## src/pkg/sbc_pkg.sv

```systemverilog
// sbc_pkg: shared constants and carrier types of the channel-zero serial bus block
package sbc_pkg;

    // ****************************************
    // register map
    // ****************************************
    localparam int ADDR_W = 16; // register address width
    localparam logic [15:0] OFF_SERIAL_MODE_CONTROL = 16'hff60; // mode, enable, compare flag
    localparam logic [15:0] OFF_BUS_SIGNAL_CONTROL = 16'hff61; // triggers and detect flags
    localparam logic [15:0] OFF_INTERRUPT_TIMING = 16'hff62; // interrupt timing select
    localparam logic [15:0] OFF_SERIAL_SHIFT = 16'hff63; // shift register
    localparam logic [15:0] OFF_SLAVE_ADDRESS = 16'hff64; // slave address register

    // ****************************************
    // reset values
    // ****************************************
    localparam logic [7:0] RST_SERIAL_MODE_CONTROL = 8'h00;
    localparam logic [7:0] RST_BUS_SIGNAL_CONTROL = 8'h00;
    localparam logic [7:0] RST_INTERRUPT_TIMING = 8'h00;
    localparam logic [7:0] RST_SERIAL_SHIFT = 8'h00;
    localparam logic [7:0] RST_SLAVE_ADDRESS = 8'h00;

    // ****************************************
    // field positions
    // ****************************************
    localparam int POS_CLOCK_SELECT_LO = 0; // serial_mode_control
    localparam int POS_CLOCK_SELECT_HI = 1;
    localparam int POS_MODE_SELECT_LO = 2;
    localparam int POS_MODE_SELECT_MID = 3;
    localparam int POS_MODE_SELECT_HI = 4;
    localparam int POS_WAKE_UP_CONTROL = 5;
    localparam int POS_ADDRESS_COMPARE = 6;
    localparam int POS_CHANNEL_ENABLE = 7;
    localparam int POS_RELEASE_TRIGGER = 0; // bus_signal_control
    localparam int POS_COMMAND_TRIGGER = 1;
    localparam int POS_RELEASE_DETECT = 2;
    localparam int POS_COMMAND_DETECT = 3;
    localparam int POS_ACK_TRIGGER = 4;
    localparam int POS_ACK_ENABLE = 5;
    localparam int POS_ACK_DETECT = 6;
    localparam int POS_BUSY_ENABLE = 7;
    localparam int POS_RELEASE_IRQ = 5; // interrupt_timing_select
    localparam int POS_CLOCK_LEVEL = 6;

    // ****************************************
    // transfer shape
    // ****************************************
    localparam logic [3:0] BITS_PER_BYTE = 4'h8; // data clocks per byte
    localparam logic [3:0] CLOCKS_BUS_MODE = 4'h9; // data clocks plus acknowledge clock

    // ****************************************
    // carrier types
    // ****************************************
    typedef struct packed {
        logic serial_clock_pin; // clock line level
        logic data_bus_pin_b; // data line b level
        logic data_bus_pin_a; // data line a level
    } sbc_pin_in_type;

    typedef struct packed {
        logic serial_clock_o; // clock drive value
        logic serial_clock_oe_n; // low while clock is driven
        logic data_a_o; // data line a drive value
        logic data_a_oe_n; // low while line a is driven
        logic data_b_o; // data line b drive value
        logic data_b_oe_n; // low while line b is driven
    } sbc_pin_out_type;

    typedef enum {SBC_IDLE, SBC_WAIT_READY, SBC_SHIFT} sbc_state_type;

endpackage

```

## src/hdl/sbc_channel.sv

```systemverilog
// sbc_channel: channel-zero serial bus engine with its register file
`timescale 1ns/1ns
`default_nettype none

// Notes on behaviour
// RQ1 - shift register advances on falling clock edges; the code shifts it on rising edges and loads the output latch on falling edges
// RQ2 - output latch drives selected line, msb first
// RQ3 - rising clock edge captures selected line level
// RQ4 - start needs enable and clock idle
// RQ5 - writes while disabled never start transfer
// RQ6 - software loads all ones before receiving
// RQ7 - wake-up set keeps data output released
// RQ8 - busy-time write waits for line high
// RQ9 - eight bits done: stop, raise interrupt
// RQ10 - software releases bus before first byte
// RQ11 - master polls data line for ready
// RQ12 - busy persists until next falling edge
// RQ13 - software clears busy before setting wake-up
// RQ14 - address after release compared with slave address
// RQ15 - reset zeroes mode, control, timing registers
// RQ16 - clock select: pin, timer two, timer select
// RQ17 - mode select: three-wire, bus, two-wire pin
// RQ18 - wake-up gates interrupt to address match
// RQ19 - software keeps wake-up zero in two-wire
// RQ20 - compare flag: address equals shift, zero disabled
// RQ21 - release trigger sets latch, self clears
// RQ22 - clock level bit reads zero when disabled
// RQ23 - command trigger clears latch, self clears
// RQ24 - data rise with clock high marks release
// RQ25 - wake-up zero: interrupt at ninth rising edge
module sbc_channel (
    // clock and reset
    input wire logic clk,
    input wire logic resetn,
    // register port
    input wire logic [sbc_pkg::ADDR_W-1:0] reg_addr,
    input wire logic [7:0] reg_wdata,
    input wire logic reg_write,
    input wire logic reg_read,
    output logic [7:0] reg_rdata,
    // internal clock sources, same clock domain
    input wire logic timer_two_output,
    input wire logic timer_clock_select,
    // bus pins
    input wire sbc_pkg::sbc_pin_in_type pins_in,
    output sbc_pkg::sbc_pin_out_type pins_out,
    // interrupt request pulse
    output logic channel_interrupt
);

    // ****************************************
    // pin synchronisers
    // ****************************************
    logic [2:0] sync1_q; // first stage, read only by second stage
    logic [2:0] sync2_q; // safe levels
    // one synchroniser per pin
    genvar gi;
    generate
        for (gi = 0; gi < 3; gi++) begin : g_sync
            always_ff @(posedge clk or negedge resetn) begin
                if (!resetn) begin
                    sync1_q[gi] <= 1'b1;
                    sync2_q[gi] <= 1'b1;
                end else begin
                    sync1_q[gi] <= pins_in[gi];
                    sync2_q[gi] <= sync1_q[gi];
                end
            end
        end
    endgenerate

    // ****************************************
    // registers and state
    // ****************************************
    logic channel_enable_bit_q; // channel enable
    logic wake_up_control_q; // wake-up gating
    logic [2:0] mode_select_q; // hi, mid, lo
    logic [1:0] clock_select_q; // hi, lo
    logic busy_enable_q; // busy after acknowledge
    logic ack_enable_q; // acknowledge enable, stored only
    logic release_irq_q; // interrupt on release detect
    logic [7:0] serial_shift_reg_q; // shift register
    logic [7:0] slave_address_reg_q; // slave address
    logic serial_output_latch_q; // bit driven on data line
    logic release_detect_flag_q;
    logic command_detect_flag_q;
    logic ack_detect_q;
    logic ack_drive_q; // acknowledge low drive
    logic busy_drive_q; // busy low drive
    logic after_last_q; // waiting for falling edge after the byte
    logic [3:0] clock_count_q; // rising edges seen in this byte
    logic sck_level_q; // internally generated clock level
    logic sck_prev_q; // previous clock level for edges
    logic data_prev_q; // previous data level for edges
    sbc_pkg::sbc_state_type state_q;

    // ****************************************
    // decode of modes and strobes
    // ****************************************
    logic bus_mode; // addressed bus mode
    logic two_wire_mode; // plain two-wire mode
    logic use_pin_a; // which data line is the open-drain line
    logic internal_clk; // device makes the clock
    logic clk_tick; // half period tick of internal clock
    logic sck_now, data_now, sck_fall, sck_rise;
    logic wr_mode, wr_bus, wr_timing, wr_shift, wr_slave; // write decodes
    logic shift_req; // accepted write to the shift register
    logic byte_done; // last clock of the byte has risen
    logic [3:0] clocks_needed;

    assign bus_mode = mode_select_q == 3'b100 || mode_select_q == 3'b101; // RQ17
    assign two_wire_mode = mode_select_q[2] && mode_select_q[1];           // RQ17
    // lowest mode bit picks the open-drain line
    assign use_pin_a = mode_select_q[0]; // RQ17
    // upper clock select bit low means clock comes from the pin
    assign internal_clk = clock_select_q[1]; // RQ16
    assign clk_tick = clock_select_q[0] ? timer_clock_select : timer_two_output; // RQ16
    assign sck_now = internal_clk ? sck_level_q : sync2_q[2];
    assign data_now = use_pin_a ? sync2_q[0] : sync2_q[1];
    assign sck_fall = sck_prev_q && !sck_now;
    assign sck_rise = !sck_prev_q && sck_now;
    assign wr_mode = reg_write && reg_addr == sbc_pkg::OFF_SERIAL_MODE_CONTROL;
    assign wr_bus = reg_write && reg_addr == sbc_pkg::OFF_BUS_SIGNAL_CONTROL;
    assign wr_timing = reg_write && reg_addr == sbc_pkg::OFF_INTERRUPT_TIMING;
    assign wr_shift = reg_write && reg_addr == sbc_pkg::OFF_SERIAL_SHIFT;
    assign wr_slave = reg_write && reg_addr == sbc_pkg::OFF_SLAVE_ADDRESS;
    // writes while off or mid-byte are dropped
    assign shift_req = wr_shift && channel_enable_bit_q && state_q == sbc_pkg::SBC_IDLE
        && (bus_mode || two_wire_mode); // RQ4 RQ5
    assign clocks_needed = bus_mode ? sbc_pkg::CLOCKS_BUS_MODE : sbc_pkg::BITS_PER_BYTE;
    assign byte_done = state_q == sbc_pkg::SBC_SHIFT && sck_rise
        && clock_count_q == clocks_needed - 4'h1;

    // ****************************************
    // mode and control registers
    // ****************************************
    // all software fields start at zero
    always_ff @(posedge clk or negedge resetn) begin
        if (!resetn) begin // RQ15
            channel_enable_bit_q <= sbc_pkg::RST_SERIAL_MODE_CONTROL[sbc_pkg::POS_CHANNEL_ENABLE];
            wake_up_control_q <= sbc_pkg::RST_SERIAL_MODE_CONTROL[sbc_pkg::POS_WAKE_UP_CONTROL];
            mode_select_q <= sbc_pkg::RST_SERIAL_MODE_CONTROL[4:2];
            clock_select_q <= sbc_pkg::RST_SERIAL_MODE_CONTROL[1:0];
            busy_enable_q <= sbc_pkg::RST_BUS_SIGNAL_CONTROL[sbc_pkg::POS_BUSY_ENABLE];
            ack_enable_q <= sbc_pkg::RST_BUS_SIGNAL_CONTROL[sbc_pkg::POS_ACK_ENABLE];
            release_irq_q <= sbc_pkg::RST_INTERRUPT_TIMING[sbc_pkg::POS_RELEASE_IRQ];
            slave_address_reg_q <= sbc_pkg::RST_SLAVE_ADDRESS;
        end else begin
            if (wr_mode) begin
                channel_enable_bit_q <= reg_wdata[sbc_pkg::POS_CHANNEL_ENABLE];
                wake_up_control_q <= reg_wdata[sbc_pkg::POS_WAKE_UP_CONTROL];
                mode_select_q <= reg_wdata[sbc_pkg::POS_MODE_SELECT_HI:sbc_pkg::POS_MODE_SELECT_LO];
                clock_select_q <= reg_wdata[sbc_pkg::POS_CLOCK_SELECT_HI:sbc_pkg::POS_CLOCK_SELECT_LO];
            end
            if (wr_bus) begin
                busy_enable_q <= reg_wdata[sbc_pkg::POS_BUSY_ENABLE];
                ack_enable_q <= reg_wdata[sbc_pkg::POS_ACK_ENABLE];
            end
            if (wr_timing) begin
                release_irq_q <= reg_wdata[sbc_pkg::POS_RELEASE_IRQ];
            end
            if (wr_slave) begin
                slave_address_reg_q <= reg_wdata;
            end
        end
    end
    // ****************************************
    // transfer sequencer
    // ****************************************
    // waits for ready, then counts rising edges of the byte
    always_ff @(posedge clk or negedge resetn) begin
        if (!resetn) begin
            state_q <= sbc_pkg::SBC_IDLE;
            clock_count_q <= 4'h0;
        end else if (!channel_enable_bit_q) begin
            state_q <= sbc_pkg::SBC_IDLE;
            clock_count_q <= 4'h0;
        end else begin
            unique case (state_q)
                sbc_pkg::SBC_IDLE: begin
                    if (shift_req) begin // RQ4
                        state_q <= sbc_pkg::SBC_WAIT_READY;
                    end
                end
                sbc_pkg::SBC_WAIT_READY: begin
                    // data kept; a slave holding the line low delays the start
                    if (!bus_mode || (data_now && !busy_drive_q)) begin // RQ8
                        state_q <= sbc_pkg::SBC_SHIFT;
                    end
                end
                sbc_pkg::SBC_SHIFT: begin
                    if (byte_done) begin // RQ9
                        state_q <= sbc_pkg::SBC_IDLE;
                        clock_count_q <= 4'h0;
                    end else if (sck_rise) begin
                        clock_count_q <= clock_count_q + 4'h1;
                    end
                end
            endcase
        end
    end
    // ****************************************
    // internal clock generator
    // ****************************************
    // toggles on each tick during a byte, parks high otherwise
    always_ff @(posedge clk or negedge resetn) begin
        if (!resetn) begin
            sck_level_q <= 1'b1;
        end else if (state_q != sbc_pkg::SBC_SHIFT || byte_done) begin
            sck_level_q <= 1'b1;
        end else if (clk_tick) begin
            sck_level_q <= !sck_level_q;
        end
    end
    // edge history of clock and data lines
    always_ff @(posedge clk or negedge resetn) begin
        if (!resetn) begin
            sck_prev_q <= 1'b1;
            data_prev_q <= 1'b1;
        end else begin
            sck_prev_q <= sck_now;
            data_prev_q <= data_now;
        end
    end
    // ****************************************
    // shift register
    // ****************************************
    // loaded by software, samples the line on each of the first eight clock rising edges
    always_ff @(posedge clk or negedge resetn) begin
        if (!resetn) begin
            serial_shift_reg_q <= sbc_pkg::RST_SERIAL_SHIFT;
        end else if (shift_req) begin
            serial_shift_reg_q <= reg_wdata;
        end else if (state_q == sbc_pkg::SBC_SHIFT && sck_rise
            && clock_count_q < sbc_pkg::BITS_PER_BYTE) begin
            serial_shift_reg_q <= {serial_shift_reg_q[6:0], data_now}; // RQ3
        end
    end
    // ****************************************
    // output latch
    // ****************************************
    // msb out on falling edges; triggers force it when idle
    always_ff @(posedge clk or negedge resetn) begin
        if (!resetn) begin
            serial_output_latch_q <= 1'b1;
        end else if (state_q == sbc_pkg::SBC_SHIFT && sck_fall) begin
            // the acknowledge clock releases own bit
            serial_output_latch_q <= clock_count_q < sbc_pkg::BITS_PER_BYTE
                ? serial_shift_reg_q[7] : 1'b1; // RQ1 RQ2
        end else if (wr_bus && channel_enable_bit_q
            && reg_wdata[sbc_pkg::POS_RELEASE_TRIGGER]) begin
            serial_output_latch_q <= 1'b1; // RQ21
        end else if (wr_bus && channel_enable_bit_q
            && reg_wdata[sbc_pkg::POS_COMMAND_TRIGGER]) begin
            serial_output_latch_q <= 1'b0; // RQ23
        end
    end
    // ****************************************
    // acknowledge and busy
    // ****************************************
    // ack low for one clock; busy from the fall after the byte
    always_ff @(posedge clk or negedge resetn) begin
        if (!resetn) begin
            ack_drive_q <= 1'b0;
            busy_drive_q <= 1'b0;
            after_last_q <= 1'b0;
            ack_detect_q <= 1'b0;
        end else if (!channel_enable_bit_q) begin
            ack_drive_q <= 1'b0;
            busy_drive_q <= 1'b0;
            after_last_q <= 1'b0;
            ack_detect_q <= 1'b0;
        end else begin
            if (wr_bus && reg_wdata[sbc_pkg::POS_ACK_TRIGGER]) begin
                ack_drive_q <= 1'b1;
            end else if (sck_fall) begin
                ack_drive_q <= 1'b0;
            end
            if (byte_done) begin
                after_last_q <= 1'b1;
            end else if (sck_fall) begin
                after_last_q <= 1'b0;
            end
            // busy changes only on a falling edge, so clearing it lags one clock
            if (sck_fall && after_last_q && busy_enable_q) begin
                busy_drive_q <= 1'b1;
            end else if (sck_fall && !busy_enable_q) begin // RQ12
                busy_drive_q <= 1'b0;
            end else if (state_q == sbc_pkg::SBC_WAIT_READY && sck_fall) begin
                busy_drive_q <= 1'b0;
            end
            // line low on the acknowledge clock counts as acknowledge
            if (byte_done && bus_mode && !data_now) begin
                ack_detect_q <= 1'b1;
            end else if (shift_req) begin
                ack_detect_q <= 1'b0;
            end
        end
    end
    // ****************************************
    // release and command detection
    // ****************************************
    // data edges with clock high; new detection beats the clear
    always_ff @(posedge clk or negedge resetn) begin
        if (!resetn) begin
            release_detect_flag_q <= 1'b0;
            command_detect_flag_q <= 1'b0;
        end else if (!channel_enable_bit_q || !bus_mode) begin
            release_detect_flag_q <= 1'b0;
            command_detect_flag_q <= 1'b0;
        end else if (sck_now && sck_prev_q && data_now && !data_prev_q) begin
            release_detect_flag_q <= 1'b1; // RQ24
            command_detect_flag_q <= 1'b0; // RQ24
        end else if (sck_now && sck_prev_q && !data_now && data_prev_q) begin
            command_detect_flag_q <= 1'b1;
        end else if (byte_done) begin
            release_detect_flag_q <= 1'b0; // address byte consumed
        end
    end
    // ****************************************
    // interrupt request
    // ****************************************
    // one pulse per byte, plus one per release detect with release_irq_q in bus mode, or under wake-up in bus mode without release_irq_q only on address match
    always_ff @(posedge clk or negedge resetn) begin
        if (!resetn) begin
            channel_interrupt <= 1'b0;
        end else if (!channel_enable_bit_q) begin
            channel_interrupt <= 1'b0;
        end else if (release_irq_q && bus_mode && sck_now && sck_prev_q
            && data_now && !data_prev_q) begin
            channel_interrupt <= 1'b1;
        end else if (byte_done) begin
            if (!wake_up_control_q || !bus_mode || release_irq_q) begin
                channel_interrupt <= 1'b1; // RQ9 RQ18 RQ25
            end else begin
                // no shift at this edge; compare the register shifted once more with the line level now
                channel_interrupt <= release_detect_flag_q && command_detect_flag_q
                    && slave_address_reg_q == {serial_shift_reg_q[6:0], data_now}; // RQ14 RQ18
            end
        end else begin
            channel_interrupt <= 1'b0;
        end
    end
    // ****************************************
    // pin drive
    // ****************************************
    logic data_low; // pull the open-drain line low
    logic active; // a serial mode is in use
    assign active = channel_enable_bit_q && (bus_mode || two_wire_mode);
    // wake-up releases data bits; only busy still pulls low
    assign data_low = active && (busy_drive_q
        || (!wake_up_control_q && (!serial_output_latch_q || ack_drive_q))); // RQ7 RQ2

    always_comb begin
        pins_out.data_a_o = 1'b0;
        pins_out.data_b_o = 1'b0;
        pins_out.data_a_oe_n = !(data_low && use_pin_a);
        pins_out.data_b_oe_n = !(data_low && !use_pin_a);
        pins_out.serial_clock_o = sck_level_q;
        // push-pull in bus mode, open-drain in two-wire mode
        pins_out.serial_clock_oe_n = !(active && internal_clk
            && (bus_mode || !sck_level_q));
    end
    // ****************************************
    // register read
    // ****************************************
    logic address_compare_flag;
    logic clock_level_bit;
    assign address_compare_flag = channel_enable_bit_q
        && slave_address_reg_q == serial_shift_reg_q; // RQ14 RQ20
    assign clock_level_bit = channel_enable_bit_q && sck_now; // RQ22

    // data one cycle after the strobe; no strobe reads as zero
    always_ff @(posedge clk or negedge resetn) begin
        if (!resetn) begin
            reg_rdata <= 8'h00;
        end else begin
            unique case (reg_read ? reg_addr : '0)
                sbc_pkg::OFF_SERIAL_MODE_CONTROL:
                    reg_rdata <= {channel_enable_bit_q, address_compare_flag,
                        wake_up_control_q, mode_select_q, clock_select_q};
                sbc_pkg::OFF_BUS_SIGNAL_CONTROL:
                    reg_rdata <= {busy_enable_q, ack_detect_q, ack_enable_q, 1'b0,
                        command_detect_flag_q, release_detect_flag_q, 2'b00};
                sbc_pkg::OFF_INTERRUPT_TIMING:
                    reg_rdata <= {1'b0, clock_level_bit, release_irq_q, 5'h00};
                sbc_pkg::OFF_SERIAL_SHIFT:
                    reg_rdata <= serial_shift_reg_q;
                sbc_pkg::OFF_SLAVE_ADDRESS:
                    reg_rdata <= slave_address_reg_q;
                default:
                    reg_rdata <= 8'h00;
            endcase
        end
    end

endmodule

`default_nettype wire

```

## config.mk

```make
export PLATFORM = sky130hd
export DESIGN_NAME = sbc_channel
export DESIGN_NICKNAME = d
export VERILOG_FILES = /design/src/pkg/sbc_pkg.sv /design/src/hdl/sbc_channel.sv
export SDC_FILE = /design/constraint.sdc
export NUM_CORES = 1
export LEC_CHECK = 0
export ABC_AREA = 1
export BUFFER_PORTS_ARGS = -buffer_cell sky130_fd_sc_hd__buf_2
export CAP_MARGIN = 25
export CELL_PAD_IN_SITES_DETAIL_PLACEMENT = 0
export CELL_PAD_IN_SITES_GLOBAL_PLACEMENT = 1
export CORE_MARGIN = 1.5
export CORE_UTILIZATION = 33
export CTS_BUF_LIST = sky130_fd_sc_hd__clkbuf_16
export CTS_CLUSTER_SIZE = 12
export DETAILED_ROUTE_END_ITERATION = 12
export PLACE_DENSITY = 0.71
export SYNTH_ARGS = -nofsm -noshare
export SYNTH_HDL_FRONTEND = slang
export SYNTH_SLANG_ARGS = --single-unit
```

## constraint.sdc

```tcl
create_clock -name clk -period 1.3 [get_ports clk]
set_input_delay 0.195 -clock clk [delete_from_list [all_inputs] [get_ports clk]]
set_output_delay 0.195 -clock clk [all_outputs]
set_load 0.02 [all_outputs]
```

==> flow_summary.yaml, run 1 <==
logic_synthesis:
  yosysUniqueCellTypes: 42
  async_flop_share_pct: 100
  synth_top_family_by_area: "simple AND/OR/NAND/NOR gates"
  synth_area_leaders: "dfrtp_1 (36%), nand2_1 (12%), dfstp_2 (8.0%)"
  muxShareOfSynthArea_pct: 0.761
  ys.flop_type: "dfrtp_1"
  yosysTopAreaCell: "dfrtp_1"
  synth_edf_count: 0
  synthCells: 408
  ys_seq_elements: 57
  yosys_warnings: 0
  synthXorXnorAreaFrac_pct: 1.87
  yosysTopAreaCellShare_pct: 35.8
  synth_fa_ha_area_share_pct: 1.90
  synth-simple-area-share_pct: 30.7
  synth_common_cells: "nand2_1 (108), inv_1 (53), dfrtp_1 (47)"
  yosysMostFrequentCell: "nand2_1"
  synth-compound-area-share_pct: 11.9
  syn_area_mm2: 0.00329
  synth_area_per_cell_um2: 8.06
  ys_seq_area_share_pct: 43.8
die:
  dieArea_mm2: 0.0106
  die_x_um: 103
  io_pins: 48
  coreArea_mm2: 0.00973
  start_util_pct: 33.8
  fp-row-count: 36
  die_y_um: 103
setup_path:
  cp-start-kind: "flip-flop"
  path_delay_family: "flip-flops"
  cp_slowest_stage_delay_ps: 420
  worstSetupEndpointType: "output port"
  worstPathCellList: "nand2_2, buf_4, a21oi_4, nand2_1, buf_6"
  crit_slowest_cell: "dfrtp_1"
  worst_ep_arrival_time_ps: 1390
  required_ps: 1110
  cp_num_buf_inv: 2
  critPathKind: "flip-flop to output port"
  crit_path_max_fanout: 2
layout:
  final_util_pct: 53.5
  n_fill_cell: 902
  fin_cells: 688
  layout-drive-gt1-share_pct: 50.1
  nNetsFinal: 588
  multi_input_area_mm2: 0.00187
  antenna_cells: 0
  area_growth_pct: 58.3
  seq_area_mm2: 0.00145
power:
  p_int_mw: 3.77
  switching_power_mw: 1.01
  p_sw_share_pct: 21.2
  p_seq_share_pct: 37.7
  finalPower_mw: 4.78
  cellPowerDensity_mw_per_mm2: 919
  pwr-share-clk_pct: 56.7
  p_leak_nw: 2.40
  peakVddDrop_mv: 0.746
  pwr-share-comb_pct: 5.6
clocking:
  cts.htree.levels: 3
  clk_path_buf_depth: 2
  tritoncts: "yes"
  cts_buffers: 9
  clk_latency_ps: 330
  clkTransAtPathRegs_ps: 60
  cts_sinks: 57
  clock-root-buffer: "clkbuf_16"
timing:
  finalHoldViolCount: 0
  finalClockSkew_ps: 9.49
  fin_ws_ps: -283
  finalCritPeriodShare_pct: 122
  final.setup.tns_ps: -2980
  max_freq_mhz: 632
  finalCriticalPeriod_ps: 1580
  setup_viol: 26
  drv_slew: 0
  rsz0062_at_grt: "true"
grt:
  antenna_found_initial: 0
  grt_pass1_vias: 3033
  grt_max_degree: 58
  grt_pass1_wl_mm: 15.8
  grt_usage_pct: 20.2
  grt.overflow.total: 0
place:
  gp_congestion: 0.880
  dp_cells: 635
  pre_cts_ws_ps: -162
  io_buffers: 45
  dp_hpwl_mm: 7.19
detailed_routing:
  drtPass1Iterations: 4
  drt_first_iter_violations: 143
  routedWlPerCell_um: 15.1
  drc: 0
  num_vias: 3281
  drt_wl_total_mm: 10.4
  antenna_left: 0
  vias_per_cell: 4.77
outcome:
  outcome: "finished, violations left"
  violations: "setup timing"
hold_path:
  worstHoldPathType: "input port to flip-flop"
run:
  cap_violations: 0
-- path summary, 6_finish.rpt --
| path | from | slack (ps) | endpoint | cells past startpoint |
|---|---|---|---|---|
| worst max-delay path | channel_enable_bit_q | -280 | pins_out[0] | 5 |
| worst min-delay path | reg_wdata[5] | 120 | serial_shift_reg_q[5] | 3 |
| worst max register to register | sck_level_q | -180 | serial_shift_reg_q[6] | 9 |
| worst min register to register | sync1_q[0] | 350 | sync2_q[0] | 0 |
| max in group asynchronous | resetn | 580 | data_prev_q | 3 |
| min in group asynchronous | resetn | 370 | reg_rdata[6] | 3 |
-- worst reg2reg max path, delay by kind of cell (launching register included) --
kind / cells / cell delay [ps]
simple gates: 5 / 550
compound gates: 1 / 80
buf+inv: 3 / 250
flops: 1 / 540
-- final cells by class --
class,count,area share (%)
inverters,59,4.47
multi-input cells,284,36.0
repair buffers,139,22.1
clock buffers,9,4.33
clock inverters,7,2.12
well taps,133,3.20
flip-flops and latches,57,27.8
-- flip-flops by register name, summed over array words and instances (netlist names), 2 cells and up --
register and count:
reg_rdata 8, serial_shift_reg_q 8, slave_address_reg_q 8, clock_count_q 4, mode_select_q 3, sync1_q 3
sync2_q 3, clock_select_q 2, state_q 2
-- timing repair --
item,in CTS,in global routing
setup endpoints to repair,26,30
endpoints found under the hold margin,50,0
cloned,1,0
setup buffers,8,28
hold buffers,4,0
resized for setup,75,55
pin swaps,27,36
-- placed cells by master, fill, tap and decap left out, types with 4 or more instances in the layout --
cell type	n
a21oi_1	7
a21oi_2	6
buf_12	7
buf_2	41
buf_4	63
buf_6	22
clkbuf_16	9
dfrtp_1	41
dfrtp_2	6
dfstp_2	10
dlygate4sd3_1	4
inv_1	40
inv_2	17
nand2_1	90
nand2_2	19
nand2_4	8
nand3_1	14
nand3_2	13
nand3_4	4
nand4_1	12
nor2_1	24
nor2_2	6
nor2_4	9
o211ai_1	4
o21ai_0	4
o21ai_1	11
o21ai_2	13
xor2_1	5
-- logic make-up (layout without fill, tap and decap cells) --
family	after synthesis	in the layout
simple gates	207	207
buf+inv	68	214
compound gates	61	61
flops	57	57
xor+xnor	7	7
fa+ha+maj	5	5
mux	2	2
other cells	1	2
-- power by group through the flow --
stage | Combinational (mW) | Clock, mW | Sequential [mW]
after floorplan | 0.0688 | 0 | 1.83
after global placement | 0.225 | 0 | 1.83
after detailed placement | 0.229 | 0 | 1.83
after CTS | 0.252 | 2.73 | 1.80
after global routing | 0.295 | 2.81 | 1.80
final | 0.265 | 2.71 | 1.80
-- routing by layer --
layer	up-vias	routed length (um)	track usage, %	share of wire, %
li1	1606	-	-	-
met1	1554	4750	28.1	46
met2	101	4890	31.6	47
met3	20	547	3.59	5.3
met4	0	198	7.38	1.9
met5	-	0	0	0
-- metrics by stage --
step | hold slack, ps | instance area, um2
3_5_place_dp | 224 | 4110
5_1_grt | 128 | 5200
2_1_floorplan | -101 | 3320
6_report | 117 | 5200
3_3_place_gp | 224 | 4110
4_1_cts | 118 | 4800
No activity file was read; power rests on OpenSTA's default activity.
==> run 2, diff against run 1 <==
==> constraint.sdc (replaced) <==
create_clock -name clk -period 1.4 [get_ports clk]
set_input_delay 0.21 -clock clk [delete_from_list [all_inputs] [get_ports clk]]
set_output_delay 0.21 -clock clk [all_outputs]
set_load 0.02 [all_outputs]
==> run 2 against run 1 <==
Against the previous run: the flow still finishes with violations (setup timing); utilization shrank 6.1 points; clock-buffer cell count is the same; final cell count shrank 6.3%; first-iteration DRC count grew 27%; via count shrank 6.8%; routed wire length shrank 8.7%; global-route usage shrank 1.1 points; setup slack gained 140 ps; flip-flop and latch count is the same; register-to-register slack gained 120 ps; largest power group unchanged; hold slack gained 23 ps.
==> flow_summary.yaml, run 2 (synthesis results as in run 1) <==
outcome:
  outcome: "finished, violations left"
  violations: "setup timing"
timing:
  finalCritPeriodShare_pct: 110
  drv_slew: 0
  max_freq_mhz: 648
  finalCriticalPeriod_ps: 1540
  finalClockSkew_ps: 4.35
  setup_viol: 12
  finalHoldViolCount: 0
  rsz0062_at_grt: "true"
  fin_ws_ps: -143
clocking:
  clk_latency_ps: 320
  cts.htree.levels: 3
  cts_sinks: 57
  clk_path_buf_depth: 2
  tritoncts: "yes"
  cts_buffers: 9
  clkTransAtPathRegs_ps: 50
  clock-root-buffer: "clkbuf_16"
layout:
  antenna_cells: 0
  layout-drive-gt1-share_pct: 39.1
  nNetsFinal: 545
  multi_input_area_mm2: 0.00175
  n_fill_cell: 974
  stdcell_area_mm2: 0.00461
  final_util_pct: 47.4
  largestRegisters: "reg_rdata x8, serial_shift_reg_q x8, slave_address_reg_q x8"
  area_growth_pct: 40.4
  layout_commonest_cell: "nand2_1"
  fin_cells: 645
  seq_area_mm2: 0.00144
  layout_common_cells: "nand2_1 (100), inv_1 (45), dfrtp_1 (45)"
detailed_routing:
  vias_per_cell: 4.74
  routedWlPerCell_um: 14.7
  antenna_left: 0
  drc: 0
  drt_first_iter_violations: 182
  drtPass1Iterations: 4
  drt_wl_total_mm: 9.48
  num_vias: 3057
hold_path:
  worstHoldPathType: "input port to flip-flop"
setup_path:
  critPathKind: "flip-flop to output port"
  worstPathCellList: "inv_2, o21ai_2, a21oi_2, nand2_1, buf_6"
  cp_slowest_stage_delay_ps: 540
  crit_path_max_fanout: 2
  crit_slowest_cell: "dfstp_2"
  cp-start-kind: "flip-flop"
  worstSetupEndpointType: "output port"
  required_ps: 1190
  worst_ep_arrival_time_ps: 1330
die:
  dieArea_mm2: 0.0106
  coreArea_mm2: 0.00973
  start_util_pct: 33.8
  die_y_um: 103
  die_x_um: 103
  io_pins: 48
  fp-row-count: 36
grt:
  grt_usage_pct: 19.1
  antenna_found_initial: 0
  grt_max_degree: 58
  grt_pass1_vias: 2902
  grt_pass1_wl_mm: 14.9
  grt.overflow.total: 0
power:
  finalPower_mw: 4.19
  cellPowerDensity_mw_per_mm2: 908
  peakVddDrop_mv: 0.618
  p_leak_nw: 2.15
place:
  dp_hpwl_mm: 6.85
  post_dp_cell_area_mm2: 0.00391
  io_buffers: 45
  dp_cells: 613
  gp_congestion: 0.869
run:
  cap_violations: 0
==> run 2: cell count changes in the layout (fill, tap and decap cells not counted), sizes merged <==
cell / change
bufinv: -1
clkinvlp: -2
clkinv: +3
buf: -43
==> run 2: worst max-delay path, delay by kind of cell, from the launching register on <==
| kind | cells | cell delay [ps] |
|---|---|---|
| DFF | 1 | 540 |
| AOI/OAI and AO/OA | 2 | 230 |
| buffers and inverters | 2 | 160 |
| and+or+nand+nor | 1 | 90 |
==> run 2: path summary, 6_finish.rpt <==
check | startpoint | end | slack, ps | cells after the start
max in group asynchronous | resetn | serial_output_latch_q | 660 | 3
worst min register to register | sync1_q[0] | sync2_q[0] | 350 | 0
min in group asynchronous | resetn | slave_address_reg_q[6] | 420 | 3
worst max register to register | sck_level_q | serial_shift_reg_q[6] | -60 | 8
worst min-delay path | reg_wdata[5] | serial_shift_reg_q[5] | 140 | 3
worst max-delay path | serial_output_latch_q | pins_out[2] | -140 | 5
==> run 2: through the flow <==
stage               hold slack, ps  TNS (ps)  setup WS [ps]
floorplan                    -85.6         0           16.8
global placement               235      -146          -37.2
detailed placement             238      -541          -87.5
CTS                            135      -612           -142
global route                   154     -1430           -181
finish                         140      -529           -143
==> run 2: area by class of cell <==
class                      instances  area share, %
sequential                        57           31.2
clock inverter                     7           1.84
tap                              133           3.61
clock buffer                       9           4.88
inverter                          59           4.91
multi-input combinational        284           37.9
timing repair buffer              96           15.6
==> run 2: layer usage <==
metal | up-vias | GRT usage [%] | wire length [um]
li1 | 1524 | - | -
met1 | 1452 | 26.3 | 4590
met2 | 70 | 30.6 | 4420
met3 | 11 | 3.53 | 324
met4 | 0 | 6.13 | 148
met5 | - | 0 | 0
==> run 2: report_power, final <==
part	total, mW	switching (mW)	internal (mW)
combinational	0.211	0.129	0.0820
sequential	1.68	0.00535	1.67
clock	2.30	0.766	1.54
==> run 2: timing repair <==
action	in CTS	in global routing
gates cloned	1	0
pin swaps	15	18
hold buffers	4	0
endpoints found under the setup margin	15	20
gates resized for setup	40	33
hold endpoints to repair	50	0
buffers inserted	4	9
==> run 3, diff against run 2 <==
--- a/config.mk
+++ b/config.mk
@@ -12,7 +12,6 @@
 export CELL_PAD_IN_SITES_GLOBAL_PLACEMENT = 1
 export CORE_MARGIN = 1.5
 export CORE_UTILIZATION = 33
-export CTS_BUF_LIST = sky130_fd_sc_hd__clkbuf_16
 export CTS_CLUSTER_SIZE = 12
 export DETAILED_ROUTE_END_ITERATION = 12
 export PLACE_DENSITY = 0.71
==> run 3 against run 2 <==
Against the previous run: the flow still finishes with violations (setup timing); largest cell class unchanged; utilization shrank 0.51 points; global-route usage shrank 0.12 points; total power shrank 11%; routed wire length shrank 0.53%; non-clock buffer count grew 1; sequential share of layout area grew 0.37 points; setup slack lost 18 ps; critical endpoint unchanged; via count shrank 0.65%.
==> flow_summary.yaml, run 3 (synthesis results as in run 1) <==
layout:
  area_growth_pct: 38.8
  nNetsFinal: 546
  n_fill_cell: 994
  layout_commonest_cell: "nand2_1"
  antenna_cells: 0
  layout-drive-gt1-share_pct: 40.0
  seq_area_mm2: 0.00144
  largestRegisters: "reg_rdata x8, serial_shift_reg_q x8, slave_address_reg_q x8"
  layout_common_cells: "nand2_1 (101), inv_1 (45), dfrtp_1 (44)"
  multi_input_area_mm2: 0.00176
setup_path:
  worst_ep_arrival_time_ps: 1350
  worstPathCellList: "inv_2, o21ai_2, a21oi_2, nand2_1, buf_6"
  critPathLaunch: "serial_output_latch_q"
  r2r-start: "state_q[0]"
  required_ps: 1190
  cp-start-kind: "flip-flop"
  critPathKind: "flip-flop to output port"
  crit_path_max_fanout: 2
  crit_slowest_cell: "dfstp_2"
  cp_slowest_stage_delay_ps: 550
  worstSetupEndpointType: "output port"
clocking:
  clk_path_buf_depth: 2
  cts_sinks: 57
  cts_buffers: 9
  clk_latency_ps: 340
  tritoncts: "yes"
  clkTransAtPathRegs_ps: 70
  cts.htree.levels: 3
  clock-root-buffer: "clkbuf_8"
detailed_routing:
  drt_first_iter_violations: 155
  routedWlPerCell_um: 14.6
  vias_per_cell: 4.70
  drtPass1Iterations: 4
  drc: 0
  drt_wl_total_mm: 9.43
  num_vias: 3037
  antenna_left: 0
timing:
  fin_ws_ps: -162
  finalCritPeriodShare_pct: 112
  drv_slew: 0
  rsz0062_at_grt: "true"
  finalClockSkew_ps: 7.82
  final.setup.tns_ps: -806
  whs_ps: 121
  finalHoldViolCount: 0
  setup_viol: 12
  finalCriticalPeriod_ps: 1560
  max_freq_mhz: 640
place:
  gp_congestion: 0.869
  io_buffers: 45
  dp_hpwl_mm: 6.85
power:
  cellPowerDensity_mw_per_mm2: 818
  finalPower_mw: 3.73
  peakVddDrop_mv: 0.489
  p_leak_nw: 2.14
die:
  start_util_pct: 33.8
  io_pins: 48
  fp-row-count: 36
  die_y_um: 103
  die_x_um: 103
  dieArea_mm2: 0.0106
  coreArea_mm2: 0.00973
outcome:
  outcome: "finished, violations left"
  violations: "setup timing"
grt:
  grt_pass1_wl_mm: 14.8
  grt.overflow.total: 0
  antenna_found_initial: 0
  grt_usage_pct: 19.0
  grt_pass1_vias: 2881
  grt_max_degree: 58
hold_path:
  worstHoldPathType: "input port to flip-flop"
  worstHoldStart: "reg_wdata[5]"
run:
  cap_violations: 0
run 3: cell count changes in the layout (fill, tap and decap cells not counted), sizes merged:
cell    previous run  this run
buf               92        93
clkinv             5         2
clkbuf             9        12
run 3: metal layers:
layer / up-vias / share of wire (%) / global-route usage (%)
met3: 9 / 4.1 / 3.73
met1: 1442 / 47 / 26.2
li1: 1526 / - / -
met5: - / 0 / 0
met2: 60 / 47 / 30.0
met4: 0 / 1.3 / 6.44
run 3: per-stage QoR:
| stage | instances | utilization, % | instance area (um2) | worst slack, ps |
|---|---|---|---|---|
| floorplan | 409 | - | 3290 | 16.8 |
| global placement | 613 | 40.2 | 3910 | -37.2 |
| detailed placement | 613 | 40.2 | 3910 | -87.5 |
| CTS | 638 | 45.2 | 4390 | -169 |
| global route | 646 | 46.9 | 4560 | -210 |
| finish | 646 | 46.9 | 4560 | -162 |
run 3: path summary, 6_finish.rpt:
kind	to	slack, ps	cells past startpoint
setup / recovery	pins_out[2]	-160	5
hold / removal	serial_shift_reg_q[5]	120	3
setup reg to reg	serial_shift_reg_q[6]	-100	9
hold reg to reg	sync2_q[1]	360	0
max in group asynchronous	data_prev_q	680	3
min in group asynchronous	slave_address_reg_q[5]	400	3
run 3: what timing repair did:
item                                    4_1_cts  5_1_grt
buffers inserted                              5        9
endpoints found under the hold margin        50        0
endpoints found under the setup margin       15       21
gates resized for setup                      42       34
hold buffers                                  4        0
pin swaps                                    18       18
gates cloned                                  1        0
run 3: critical path, delay by kind of cell (launching register included):
| family | cells | cell delay [ps] |
|---|---|---|
| flops | 1 | 550 |
| simple gates | 1 | 90 |
| buf+inv | 2 | 160 |
| compound gates | 2 | 230 |
run 3: cell type report:
type / count / area share [%]
clock inverters: 4 / 1.62
inverters: 59 / 4.96
flip-flops and latches: 57 / 31.6
clock buffers: 12 / 3.62
repair buffers: 97 / 16.0
well taps: 133 / 3.65
multi-input cells: 284 / 38.5
run 3: report_power, final:
| part | switching, mW | total, mW | internal [mW] |
|---|---|---|---|
| sequential | 0.00504 | 1.67 | 1.67 |
| clock | 0.698 | 1.85 | 1.15 |
| combinational | 0.129 | 0.211 | 0.0820 |
